==> src/rtl/dlf_pkg.sv <==
package dlf_pkg;

	// register bus shape
	localparam int DLF_AW = 4;
	localparam int DLF_DW = 8;

	// register offsets
	localparam logic [3:0] DLF_OFS_TRIM_LO   = 4'h0;
	localparam logic [3:0] DLF_OFS_TRIM_HI   = 4'h1;
	localparam logic [3:0] DLF_OFS_DAMP      = 4'h2;
	localparam logic [3:0] DLF_OFS_ACQ_BW    = 4'h3;
	localparam logic [3:0] DLF_OFS_LOCK_BW   = 4'h4;
	localparam logic [3:0] DLF_OFS_AUTO_SEL  = 4'h5;
	localparam logic [3:0] DLF_OFS_STATUS    = 4'h6;

	// field positions
	localparam int DLF_STAT_BW_LSB   = 0;
	localparam int DLF_STAT_DAMP_LSB = 4;

	// reset values
	localparam logic [15:0] DLF_TRIM_RST    = 16'h9999;
	localparam logic [2:0]  DLF_DAMP_RST    = 3'h3;
	localparam logic [3:0]  DLF_ACQ_BW_RST  = 4'h8;
	localparam logic [3:0]  DLF_LOCK_BW_RST = 4'h3;
	localparam logic        DLF_AUTO_RST    = 1'b1;

	// bandwidth steps: 0.1,0.3,0.6,1.2,2.5,4,8,18,35,70 Hz
	localparam int         DLF_BW_STEPS = 10;
	localparam logic [3:0] DLF_BW_MAX   = 4'h9;
	localparam logic [3:0] DLF_BW_4HZ   = 4'h5;
	localparam logic [3:0] DLF_BW_8HZ   = 4'h6;
	localparam logic [3:0] DLF_BW_18HZ  = 4'h7;
	localparam logic [3:0] DLF_BW_35HZ  = 4'h8;
	localparam logic [3:0] DLF_BW_70HZ  = 4'h9;

	// filter scaling
	localparam logic [4:0] DLF_SHIFT_BASE = 5'h14;
	localparam int         DLF_TRIM_SHIFT = 4;

	// damping codes as written by software
	localparam logic [2:0] DLF_DCODE_1 = 3'h1;
	localparam logic [2:0] DLF_DCODE_2 = 3'h2;
	localparam logic [2:0] DLF_DCODE_3 = 3'h3;
	localparam logic [2:0] DLF_DCODE_4 = 3'h4;
	localparam logic [2:0] DLF_DCODE_5 = 3'h5;

	// damping factors selected
	typedef enum logic [2:0] {
		DLF_DAMP_1P2 = 3'b000,
		DLF_DAMP_2P5 = 3'b001,
		DLF_DAMP_5   = 3'b010,
		DLF_DAMP_10  = 3'b011,
		DLF_DAMP_20  = 3'b100
	} dlf_damp_type;

	// register bus request
	typedef struct packed {
		logic [DLF_AW-1:0] addr;
		logic [DLF_DW-1:0] wdata;
		logic              wr;
		logic              rd;
	} dlf_bus_req_type;

endpackage

==> src/rtl/dlf_damping_decode.sv <==
`timescale 1ns/1ps

module dlf_damping_decode
	import dlf_pkg::*;
(
	// selection inputs
	input  wire logic [3:0]   bw_index,
	input  wire logic [2:0]   damp_code,
	// decoded factor
	output dlf_damp_type      damp_factor
);

	// table lookup of damping factor against bandwidth
	always_comb begin
		damp_factor = DLF_DAMP_5; // reserved codes act as factor 5
		if (bw_index <= DLF_BW_4HZ) begin
			damp_factor = DLF_DAMP_5;
		end else if (bw_index == DLF_BW_8HZ) begin
			case (damp_code)
				DLF_DCODE_1: damp_factor = DLF_DAMP_2P5;
				default:     damp_factor = DLF_DAMP_5;
			endcase
		end else if (bw_index == DLF_BW_18HZ) begin
			case (damp_code)
				DLF_DCODE_1: damp_factor = DLF_DAMP_1P2;
				DLF_DCODE_2: damp_factor = DLF_DAMP_2P5;
				default:     damp_factor = DLF_DAMP_5;
			endcase
		end else if (bw_index == DLF_BW_35HZ) begin
			case (damp_code)
				DLF_DCODE_1: damp_factor = DLF_DAMP_1P2;
				DLF_DCODE_2: damp_factor = DLF_DAMP_2P5;
				DLF_DCODE_4: damp_factor = DLF_DAMP_10;
				DLF_DCODE_5: damp_factor = DLF_DAMP_10;
				default:     damp_factor = DLF_DAMP_5;
			endcase
		end else begin
			case (damp_code)
				DLF_DCODE_1: damp_factor = DLF_DAMP_1P2;
				DLF_DCODE_2: damp_factor = DLF_DAMP_2P5;
				DLF_DCODE_4: damp_factor = DLF_DAMP_10;
				DLF_DCODE_5: damp_factor = DLF_DAMP_20;
				default:     damp_factor = DLF_DAMP_5;
			endcase
		end
	end

endmodule

==> src/rtl/dlf_phase_lowpass.sv <==
`timescale 1ns/1ps

module dlf_phase_lowpass
	import dlf_pkg::*;
#(
	parameter int PW = 16,
	parameter int AW = 32
) (
	// clock and reset
	input  wire logic                 core_clk,
	input  wire logic                 sys_rst,
	// phase sample
	input  wire logic signed [PW-1:0] phase_in,
	input  wire logic                 phase_valid,
	// settings
	input  wire logic [3:0]           bw_index,
	input  dlf_damp_type              damp_factor,
	// filtered phase
	output logic signed [AW-1:0]      filt_out
);

	typedef struct packed {
		logic signed [AW-1:0] integ;
		logic signed [AW-1:0] out;
	} dlf_lp_state_type;

	dlf_lp_state_type state;
	dlf_lp_state_type next_state;

	// pole position from bandwidth, proportional path from damping
	always_comb begin
		logic signed [AW-1:0] err;
		logic [4:0]           pole_shift;
		logic [4:0]           prop_shift;
		err        = '0;
		pole_shift = DLF_SHIFT_BASE - 5'(bw_index);
		prop_shift = pole_shift - 5'(damp_factor);
		next_state = state;
		if (phase_valid) begin
			err = AW'(phase_in) - state.integ;
			next_state.integ = state.integ + (err >>> pole_shift);
			next_state.out   = next_state.integ + (err >>> prop_shift);
		end
	end

	// state register
	always_ff @(posedge core_clk or posedge sys_rst) begin
		if (sys_rst) begin
			state <= '0;
		end else begin
			state <= next_state;
		end
	end

	assign filt_out = state.out;

endmodule

==> src/rtl/dlf_loop_filter_config.sv <==
// Added by the designer: strobed register access and the address map.
`timescale 1ns/1ps


module dlf_loop_filter_config
	import dlf_pkg::*;
#(
	parameter int          PW           = 16,
	parameter int          FW           = 32,
	parameter logic [31:0] NOMINAL_WORD = 32'h4000_0000
) (
	// clock and reset
	input  wire logic                 core_clk,
	input  wire logic                 sys_rst,
	// register port
	input  wire logic [DLF_AW-1:0]    reg_addr,
	input  wire logic [DLF_DW-1:0]    reg_wdata,
	input  wire logic                 reg_wr,
	input  wire logic                 reg_rd,
	output logic [DLF_DW-1:0]         reg_rdata,
	// phase detector side
	input  wire logic signed [PW-1:0] phase_in,
	input  wire logic                 phase_valid,
	input  wire logic                 phase_locked,
	// loop outputs
	output logic [FW-1:0]             freq_word,
	output logic [3:0]                active_bandwidth,
	output dlf_damp_type              active_damping
);

	typedef struct packed {
		logic [15:0]       oscillator_trim_word;
		logic [2:0]        loop_damping_select;
		logic [3:0]        acquisition_bandwidth_setting;
		logic [3:0]        locked_bandwidth_setting;
		logic              automatic_bandwidth_select;
		logic [DLF_DW-1:0] rdata;
		logic [3:0]        bw;
		dlf_damp_type      damp;
		logic [FW-1:0]     freq;
	} dlf_cfg_state_type;

	dlf_cfg_state_type state;
	dlf_cfg_state_type next_state;
	dlf_bus_req_type   req;
	dlf_damp_type      decoded_damp;
	logic signed [FW-1:0] filt_out;
	logic [3:0]        bw_sel;

	// bundle the bus signals
	assign req.addr  = reg_addr;
	assign req.wdata = reg_wdata;
	assign req.wr    = reg_wr;
	assign req.rd    = reg_rd;

	// bandwidth selection between acquisition and locked settings
	always_comb begin
		if (state.automatic_bandwidth_select && !phase_locked) begin
			bw_sel = state.acquisition_bandwidth_setting;
		end else begin
			bw_sel = state.locked_bandwidth_setting;
		end
		if (bw_sel > DLF_BW_MAX) begin
			bw_sel = DLF_BW_MAX; // only ten steps exist
		end
	end

	// damping factor from code and current bandwidth
	dlf_damping_decode u_damp (
		.bw_index    (bw_sel),
		.damp_code   (state.loop_damping_select),
		.damp_factor (decoded_damp)
	);

	// phase low-pass filter
	dlf_phase_lowpass #(
		.PW (PW),
		.AW (FW)
	) u_lowpass (
		.core_clk    (core_clk),
		.sys_rst     (sys_rst),
		.phase_in    (phase_in),
		.phase_valid (phase_valid),
		.bw_index    (state.bw),
		.damp_factor (state.damp),
		.filt_out    (filt_out)
	);

	// register writes, reads and output word
	always_comb begin
		logic signed [FW-1:0] trim_delta;
		trim_delta = FW'(signed'({1'b0, state.oscillator_trim_word}))
			- FW'(signed'({1'b0, DLF_TRIM_RST})); // zero at reset
		next_state       = state;
		next_state.rdata = '0;
		if (req.wr) begin
			case (req.addr)
				DLF_OFS_TRIM_LO: begin
					next_state.oscillator_trim_word[7:0] = req.wdata;
				end
				DLF_OFS_TRIM_HI: begin
					next_state.oscillator_trim_word[15:8] = req.wdata;
				end
				DLF_OFS_DAMP: begin
					next_state.loop_damping_select = req.wdata[2:0];
				end
				DLF_OFS_ACQ_BW: begin
					next_state.acquisition_bandwidth_setting = req.wdata[3:0];
				end
				DLF_OFS_LOCK_BW: begin
					next_state.locked_bandwidth_setting = req.wdata[3:0];
				end
				DLF_OFS_AUTO_SEL: begin
					next_state.automatic_bandwidth_select = req.wdata[0];
				end
				default: begin
					next_state.rdata = '0;
				end
			endcase
		end
		if (req.rd) begin
			case (req.addr)
				DLF_OFS_TRIM_LO: begin
					next_state.rdata = state.oscillator_trim_word[7:0];
				end
				DLF_OFS_TRIM_HI: begin
					next_state.rdata = state.oscillator_trim_word[15:8];
				end
				DLF_OFS_DAMP: begin
					next_state.rdata = {5'h00, state.loop_damping_select};
				end
				DLF_OFS_ACQ_BW: begin
					next_state.rdata = {4'h0, state.acquisition_bandwidth_setting};
				end
				DLF_OFS_LOCK_BW: begin
					next_state.rdata = {4'h0, state.locked_bandwidth_setting};
				end
				DLF_OFS_AUTO_SEL: begin
					next_state.rdata = {7'h00, state.automatic_bandwidth_select};
				end
				DLF_OFS_STATUS: begin
					next_state.rdata[DLF_STAT_BW_LSB +: 4]   = state.bw;
					next_state.rdata[DLF_STAT_DAMP_LSB +: 3] = state.damp;
				end
				default: begin
					next_state.rdata = '0;
				end
			endcase
		end
		next_state.bw   = bw_sel;
		next_state.damp = decoded_damp;
		// linear trim added to every output frequency
		next_state.freq = FW'(NOMINAL_WORD) + filt_out
			+ (trim_delta <<< DLF_TRIM_SHIFT);
	end

	// state register
	always_ff @(posedge core_clk or posedge sys_rst) begin
		if (sys_rst) begin
			state.oscillator_trim_word <= DLF_TRIM_RST;
			state.loop_damping_select  <= DLF_DAMP_RST;
			state.acquisition_bandwidth_setting <= DLF_ACQ_BW_RST;
			state.locked_bandwidth_setting      <= DLF_LOCK_BW_RST;
			state.automatic_bandwidth_select    <= DLF_AUTO_RST;
			state.rdata <= '0;
			state.bw    <= DLF_LOCK_BW_RST;
			state.damp  <= DLF_DAMP_5;
			state.freq  <= FW'(NOMINAL_WORD);
		end else begin
			state <= next_state;
		end
	end

	// outputs straight from flops
	assign reg_rdata        = state.rdata;
	assign freq_word        = state.freq;
	assign active_bandwidth = state.bw;
	assign active_damping   = state.damp;

endmodule

==> config.mk <==
export PLATFORM = sky130hd
export DESIGN_NAME = dlf_loop_filter_config
export DESIGN_NICKNAME = d
export VERILOG_FILES = /design/src/rtl/dlf_pkg.sv /design/src/rtl/dlf_damping_decode.sv /design/src/rtl/dlf_phase_lowpass.sv /design/src/rtl/dlf_loop_filter_config.sv
export SDC_FILE = /design/constraint.sdc
export NUM_CORES = 1
export LEC_CHECK = 0
export BUFFER_PORTS_ARGS = -buffer_cell sky130_fd_sc_hd__buf_4
export CAP_MARGIN = 5
export CORE_ASPECT_RATIO = 2
export CORE_UTILIZATION = 25
export DETAILED_ROUTE_END_ITERATION = 10
export GPL_TIMING_DRIVEN = 0
export HOLD_SLACK_MARGIN = 0.1
export PLACE_DENSITY = 0.48
export SLEW_MARGIN = 25
export SYNTH_ARGS = -nofsm -noshare
export SYNTH_HDL_FRONTEND = slang
export SYNTH_SLANG_ARGS = --single-unit
==> constraint.sdc <==
create_clock -name core_clk -period 12.7 [get_ports core_clk]
set_input_delay 2.54 -clock core_clk [delete_from_list [all_inputs] [get_ports core_clk]]
set_output_delay 2.54 -clock core_clk [all_outputs]
set_load 0.03 [all_outputs]
* Word level (Yosys, flattened, before mapping)
Index checks and enable logic that the tools add are counted.
** Word-level totals
- Bits of input ports :: 34
- Register bits :: 139
- Output and inout port bits :: 47
- Word-level logic and storage cells :: 60
** Cells by class
- Mux-type cells :: 13
- Reduce and logical (&&, ||, !) cells :: 10
- Add/subtract/negate cells :: 8
- $lt $le $gt $ge :: 2
- Shifts and indexed selects :: 2
- Equality and inequality tests :: 13
** Operator list (count)
- $add A32 B32 Y32 :: 3
- $sshr A32 B5 Y32 :: 2
- $pmux W7 S7 :: 1
- $add A31 B32 Y32 const A :: 1
- $sub A16 B32 Y32 :: 1
- $eq A4 B3 Y1 const B :: 5
- $sub A16 B16 Y17 const B :: 1
- $mux W3 :: 4
- $pmux W3 S4 :: 1
- $reduce_and A2 Y1 :: 6
- $eq A4 B2 Y1 const B :: 2
- $mux W4 :: 2
- $mux W8 :: 1
- $eq A3 B3 Y1 const B :: 2
- $pmux W2 S3 :: 1
- $sub A5 B3 Y5 :: 1
- $sub A5 B4 Y5 const A :: 1
- $eq A4 B1 Y1 const B :: 1
- $eq A4 B4 Y1 const B :: 1
- $gt A4 B4 Y1 const B :: 1
- $le A4 B3 Y1 const B :: 1
- $logic_not A4 Y1 :: 1
- $pmux W2 S2 :: 1
- $eq A3 B1 Y1 const B :: 1
- 6 further kinds :: 6

* Logic depth before layout (Yosys ltp)
Gate-level depths: netlist of run 1.
- Depth in word-level cells :: 10
- Gate-level depth with buffers :: 45
- Gate-level depth less buffers :: 45

* Cells and area by module
Synthesis of run 1 repeated with hierarchy kept, for this count alone.
** Unflattened totals
- Cells, all modules :: 1985
- Area total of the unflattened synthesis :: 16528.4 um2
** Modules (own cells, without submodules)
- dlf_phase_lowpass :: sequential area each 1601.5 um2, area each 11402.2 um2, times used 1, cells an instance 1490
- dlf_loop_filter_config :: sequential area each 1899.3 um2, area each 4994.8 um2, times used 1, cells an instance 479
- dlf_damping_decode :: sequential area each 0.0 um2, area each 131.4 um2, times used 1, cells an instance 16

* Least setup slack after synthesis of run 1
No wires, ideal clock.
- Kind :: input-to-reg
- Start :: input port phase_in[0]
- End :: register u_lowpass.state, in the netlist u_lowpass.filt_out[27]
- Setup time :: 0.120 ns
- Stages on the path :: 44
- Path slack :: 2.068 ns
- Buffers on the path :: 0
- Arrival time :: 10.512 ns
- Data required time :: 12.580 ns
- Cells stage by stage :: inv_1 ha_1 fa_1 nand2b_1 a21oi_1 o211a_1 a41oi_1 o21ai_0 a21oi_1 xnor2_1 a21oi_1 nand2_1 o21a_1 mux2i_1 mux2i_1 nand2_1 o21ai_0 ha_1 [8 not listed] and2_1 o21ai_0 nand2b_1 a21oi_1 xnor2_1 ha_1 a21o_1 a21o_1 a2111oi_0 nand3b_1 a31o_2 a21oi_1 a211o_1 a211oi_1 o41ai_2 a21boi_1 or3_1 a31o_1
** Between the ends
- Longest elaborated chain between the ends :: 4
- Elaborated cells on any way between the ends :: 5
- Classes of those cells :: add/sub: 3; shift: 2
** Ends and longest elaborated chain
- from (decl) :: RTL line dlf_loop_filter_config.sv:22 : input wire logic signed [PW-1:0] phase_in,
- $sub A16 B32 Y32 * :: RTL line dlf_phase_lowpass.sv:40 : err = AW'(phase_in) - state.integ;
- $sshr A32 B5 Y32 :: RTL line dlf_phase_lowpass.sv:41 : next_state.integ = state.integ + (err >>> pole_shift);
- $add A32 B32 Y32 :: RTL line dlf_phase_lowpass.sv:41
- $add A32 B32 Y32 * :: RTL line dlf_phase_lowpass.sv:42 : next_state.out = next_state.integ + (err >>> prop_shift);
- to (signal assigned) :: RTL line dlf_phase_lowpass.sv:51 : state <= next_state;
- to (decl) :: RTL line dlf_phase_lowpass.sv:27 : dlf_lp_state_type state;
Mark *: on every way between the ends. The rest lies on a longest branch, timed or not.
A chain may end at the register's enable or synchronous reset.

* Worst setup path in the final report of run 1
- Start :: input port phase_in[15]
- End :: register u_lowpass.state, in the netlist u_lowpass.filt_out[27]
The elaborated chain is that of the path after synthesis.

==> impl_metrics.tcl, run 1 <==
set metrics [dict create \
    io_buffers 79 \
    core_region_area_sq_um 60860 \
    endpoint "u_lowpass.filt_out[27]" \
    cp_slowest_stage_delay_ns 0.60 \
    postRouteAntennaNets 0 \
    detailed_place_hpwl_um 53860 \
    fin_nets 2236 \
    rows 128 \
    r2r_end "u_lowpass.filt_out[27]" \
    slew_viol_final 0 \
    drive_gt1_share_pct 15.02 \
    io_pins 81 \
    synth_most_common_cell "nand2_1" \
    antennaDiodeCount 0 \
    initial_core_util_pct 25.33 \
    crit_top_cell "a21oi_1" \
    syn_to_final_growth_pct 15.93 \
    cts_max_level 4 \
    required_ns 13.07 \
    grt_overflow_total 0 \
    grt_pass1_vias 15310 \
    ys_ff_latch 139 \
    max_freq_mhz 81.57 \
    holdPathStages 0 \
    gr-usage-all-layers_pct 20.65 \
    drt-met1-wl_um 20860 \
    yosys-top-cells-area "dfrtp_1 (20%), ha_1 (12%), a21oi_1 (5.9%), mux2_2 (5.6%), mux2i_1 (5.4%)" \
    die_h_um 353.2 \
    viasPerCell 5.188 \
    grt_max_degree 94 \
    dr_wl_met3_um 1891 \
    synth.top_cell.area_share_pct 19.64 \
    cts_buffer_depth 3 \
    die_x_um 177.6 \
    synth_edf_count 0 \
    wl_per_cell_um 22.65 \
    path_clk_slew_ns 0.05 \
    netlist_area_sq_um 15420 \
    rr_startpoint "u_lowpass.state[43]" \
    synth_fp_nets 2127 \
    timing_hold_violations_final 0 \
    crit_type "in2reg" \
    regArea_sq_um 3501 \
    ys_seq_area_share_pct 22.71 \
    detail_route.drc_violations 0 \
    multi_input_area_sq_um 11100 \
    top_layer_used "met4" \
    wl_um 64130 \
    synth_largest_area_cell "dfrtp_1" \
    period_needed_ns 12.26 \
    synth_top_flop_cell "dfrtp_1" \
    worst_path_max_delay_cell "a2bb2oi_1" \
    synthCells 1937 \
    syn_area_per_cell_sq_um 7.959 \
    ff2ff_path_depth 42 \
    synth_cell_types 80 \
    clkLatencyLatePin_ns 0.51 \
    synthArstFlopShare_pct 100.0 \
    finalSetupViolations 0 \
    clock-root-buffer "clkbuf_16" \
    relSlewSlack_pct 20.81 \
    r2r_slack_ns 2.08 \
    clkSinkCount 139 \
    gp_congestion 0.9686 \
    path_max_fanout 17 \
    drt_iter0_drc 685 \
    hold_slack_ns 0.3841 \
    rsz0062_at_grt "false" \
    cts_tree "built" \
    hp-class "reg2reg" \
    wl_met2_um 35050 \
    nFillCells 6571 \
    crit_path_end_kind "flop" \
    antenna_found_initial 0 \
    vias 14690 \
    yosys-top-cells-count "nand2_1 (215), nor2_1 (195), a21oi_1 (182)" \
    arrival_ns 12.63 \
    dieArea_sq_um 62730 \
    grt_first_pass_wirelength_um 94990 \
    clock_skew_ns 0.02902 \
    status "finished, final reports clean" \
    startpoint "phase_in[15]" \
    period_share_pct 96.53 \
    numCtsBuffers 25 \
    cap_violations 0 \
    worst_setup_path_start_kind "input pin" \
    tightest_slew_ns 1.175 \
    dr.pass1.iters 5 \
    ys_warn_count 0 \
]
[cells by family (layout without fill, tap and decap cells)]
group	count (synthesis)	count (layout)	synth area share, %
muxes	164	164	11.60
and+or+nand+nor	598	598	17.25
DFF	139	139	22.71
adders and majority gates	157	157	12.98
xor gates and xnor gates	129	129	7.328
AOI/OAI and AO/OA	543	543	21.94
buffers and inverters	207	321	6.208
[metrics by stage]
step                utilization, %  TNS, ns  setup slack (ns)  cells  cell area [sq um]
global placement             27.91   -2.373           -0.7342   2796              16990
finish                       29.37        0            0.4401   2831              17870
floorplan                        -        0             2.068   1937              15420
global route                 29.37        0          0.004187   2831              17870
CTS                          29.19        0          0.006316   2829              17760
detailed placement           27.99   -2.965           -0.8289   2797              17040
[layer usage]
layer / vias to the layer above / global-route usage (%)
li1: 7115 / -
met4: 0 / 18.24
met5: - / 0
met1: 6972 / 18.38
met2: 417 / 39.77
met3: 183 / 2.347
[worst min path at each step]
stage                          start            to  slack (ns)
2_1_floorplan  u_lowpass.filt_out[0]  freq_word[0]        0.35
3_3_place_gp   u_lowpass.filt_out[1]  freq_word[1]        0.37
3_5_place_dp   u_lowpass.filt_out[1]  freq_word[1]        0.37
4_1_cts        u_lowpass.filt_out[1]  freq_word[1]        0.39
5_1_grt        u_lowpass.filt_out[0]  freq_word[0]        0.40
6_report       u_lowpass.filt_out[1]  freq_word[1]        0.38
[layout make-up]
type                       instances  share of cell area [%]
multi-input combinational       1591                   62.08
sequential                       139                   19.59
tap                              780                   5.460
clock buffer                      29                   3.808
buffer                           124                   3.612
timing repair buffer              82                   3.556
inverter                          83                   1.785
clock inverter                     3                  0.1120
[state kept, by name, indices dropped and copies added, names as in the netlist]
signal	flops
active_bandwidth	4
u_lowpass.state	32
freq_word	32
reg_rdata	8
active_damping	3
u_lowpass.filt_out	32
state	28
[critical path: cells and delay by family]
family / cells / cell delay [ns]
compound gates: 23 / 5.44
xor+xnor: 1 / 0.20
fa+ha+maj: 4 / 1.30
buf+inv: 2 / 0.41
mux: 3 / 0.87
simple gates: 9 / 1.85
[what timing repair did]
action	CTS	global route
resized for setup	5	22
setup buffers	0	2
pin swaps	0	4
hold buffers	0	0
setup endpoints to repair	3	7
[cells in the final DEF (no fill, tap or decap), drive strengths merged, types with 7 or more instances in the layout]
cell    instances
dfstp          18
o21a           21
dfrtp         121
and2           12
nand3b          7
and3            9
inv            82
buf           147
mux2           77
a21o           35
o31ai           7
a31oi          17
clkbuf         88
xor2           36
nand2         216
nor3           41
nor2b          13
xnor2          93
a21oi         182
ha            151
mux2i          83
or3            13
o21ai         144
a211oi         20
nand4          11
o21bai         24
or2             8
o211ai         25
nand2b         16
nand3          39
nor2          195
Power of run 1 is left out: the tool's default activity adds up to more than one toggle a clock period on the data nets, which glitch-free logic cannot reach.
==> run 2, diff against run 1 <==
--- a/config.mk
+++ b/config.mk
@@ -9,6 +9,7 @@
 export CAP_MARGIN = 5
 export CORE_ASPECT_RATIO = 2
 export CORE_UTILIZATION = 25
+export CTS_BUF_LIST = sky130_fd_sc_hd__clkbuf_8
 export DETAILED_ROUTE_END_ITERATION = 10
 export GPL_TIMING_DRIVEN = 0
 export HOLD_SLACK_MARGIN = 0.1
==> impl_metrics.tcl, run 2 (synthesized netlist as in run 1, its figures left out) <==
set metrics [dict create \
    worst_path_max_delay_cell "nor3_1" \
    ff2ff_path_depth 29 \
    dr_wl_met3_um 1734 \
    clkSinkCount 139 \
    drt-met1-wl_um 21250 \
    postRouteAntennaNets 0 \
    grt_max_degree 94 \
    timing_hold_violations_final 0 \
    cts_buffer_depth 3 \
    design_area_sq_um 17560 \
    detail_route.drc_violations 0 \
    status "finished, final reports clean" \
    dp_slack_ns -0.8289 \
    tightest_slew_ns 1.198 \
    rr_startpoint "active_bandwidth[0]" \
    holdPathStages 0 \
    final_cells 2830 \
    clock-root-buffer "clkbuf_8" \
    hold_path_end "freq_word[1]" \
    grt_pass1_vias 15270 \
    nFillCells 6606 \
    cap_violations 0 \
    period_share_pct 96.41 \
    placed_area_sq_um 17040 \
    r2r_end "u_lowpass.filt_out[27]" \
    arrival_ns 12.66 \
    cts_tree "built" \
    fin_ws_ns 0.4561 \
    slew_viol_final 0 \
    dp.cells 2797 \
    wl_um 64340 \
    worst_setup_path_start_kind "input pin" \
    grt_overflow_total 0 \
    crit_type "in2reg" \
    wl_per_cell_um 22.73 \
    path_max_fanout 17 \
    gp_congestion 0.9686 \
    hp-class "reg2reg" \
    period_needed_ns 12.24 \
    finalSetupViolations 0 \
    path_clk_slew_ns 0.07 \
    top_layer_used "met4" \
    final_cell_mix "nand2_1 (215), nor2_1 (195), a21oi_1 (177), ha_1 (151), o21ai_0 (132)" \
    drt_iter0_drc 635 \
    rsz0062_at_grt "false" \
    layout_commonest_cell "nand2_1" \
    die_x_um 177.6 \
    relSlewSlack_pct 19.29 \
    r2r_slack_ns 2.09 \
    regArea_sq_um 3501 \
    die_h_um 353.2 \
    dieArea_sq_um 62730 \
    crit_top_cell "a21oi_1" \
    max_freq_mhz 81.67 \
    syn_to_final_growth_pct 13.89 \
    cts_max_level 4 \
    wl_met2_um 35220 \
    clkLatencyLatePin_ns 0.55 \
    io_pins 81 \
    cp_slowest_stage_delay_ns 0.65 \
    min_from "u_lowpass.filt_out[1]" \
    crit_path_end_kind "flop" \
    core_region_area_sq_um 60860 \
    numCtsBuffers 25 \
    io_buffers 79 \
    fin_nets 2234 \
    grt_first_pass_wirelength_um 95100 \
    vias 14640 \
    antenna_found_initial 1 \
    multi_input_area_sq_um 11070 \
    rows 128 \
    initial_core_util_pct 25.33 \
    dr.pass1.iters 5 \
    clock_skew_ns 0.04467 \
    required_ns 13.11 \
    detailed_place_hpwl_um 53860 \
    gr-usage-all-layers_pct 20.70 \
    viasPerCell 5.172 \
    drive_gt1_share_pct 14.89 \
]
run 2: area by class of cell:
cell class	instances	area share, %
clock buffer	29	2.273
sequential	139	19.94
buffer	124	3.677
inverter	83	1.817
tap	780	5.558
antenna	1	0.01425
timing repair buffer	80	3.535
clock inverter	3	0.1140
multi-input combinational	1591	63.07
run 2: layer usage:
layer	up-vias	track usage, %
met5	-	0
met4	0	17.68
met3	168	1.863
met2	383	39.96
met1	6971	18.86
li1	7115	-
run 2: worst max-delay path by stage:
| stage | start | end |
|---|---|---|
| 4_1_cts | phase_in[11] | u_lowpass.filt_out[27] |
| 3_3_place_gp | phase_in[4] | u_lowpass.filt_out[27] |
| 5_1_grt | phase_in[0] | u_lowpass.filt_out[27] |
| 6_report | phase_in[15] | u_lowpass.filt_out[27] |
| 2_1_floorplan | phase_in[0] | u_lowpass.filt_out[27] |
| 3_5_place_dp | phase_in[4] | u_lowpass.filt_out[27] |
run 2: what timing repair did:
action | in CTS | in global routing
setup endpoints to repair | 3 | 6
pin swaps | 0 | 1
resized for setup | 3 | 21
setup buffers | 0 | 0
hold buffers | 0 | 0
run 2: worst max-delay path: cells and delay by family:
family | cells | cell delay, ns
compound gates | 25 | 5.77
simple gates | 10 | 2.50
fa+ha+maj | 3 | 1.00
xor+xnor | 1 | 0.22
buf+inv | 2 | 0.38
mux | 1 | 0.25
run 2: per-stage QoR:
step	setup TNS [ns]	utilization, %	hold WS (ns)
after floorplan	0	-	0.3501
after global placement	-2.373	27.91	0.3734
after detailed placement	-2.965	27.99	0.3697
after CTS	0	28.71	0.3929
after global routing	0	28.85	0.4048
final	0	28.85	0.3878
Power of run 2 is left out for the same reason.
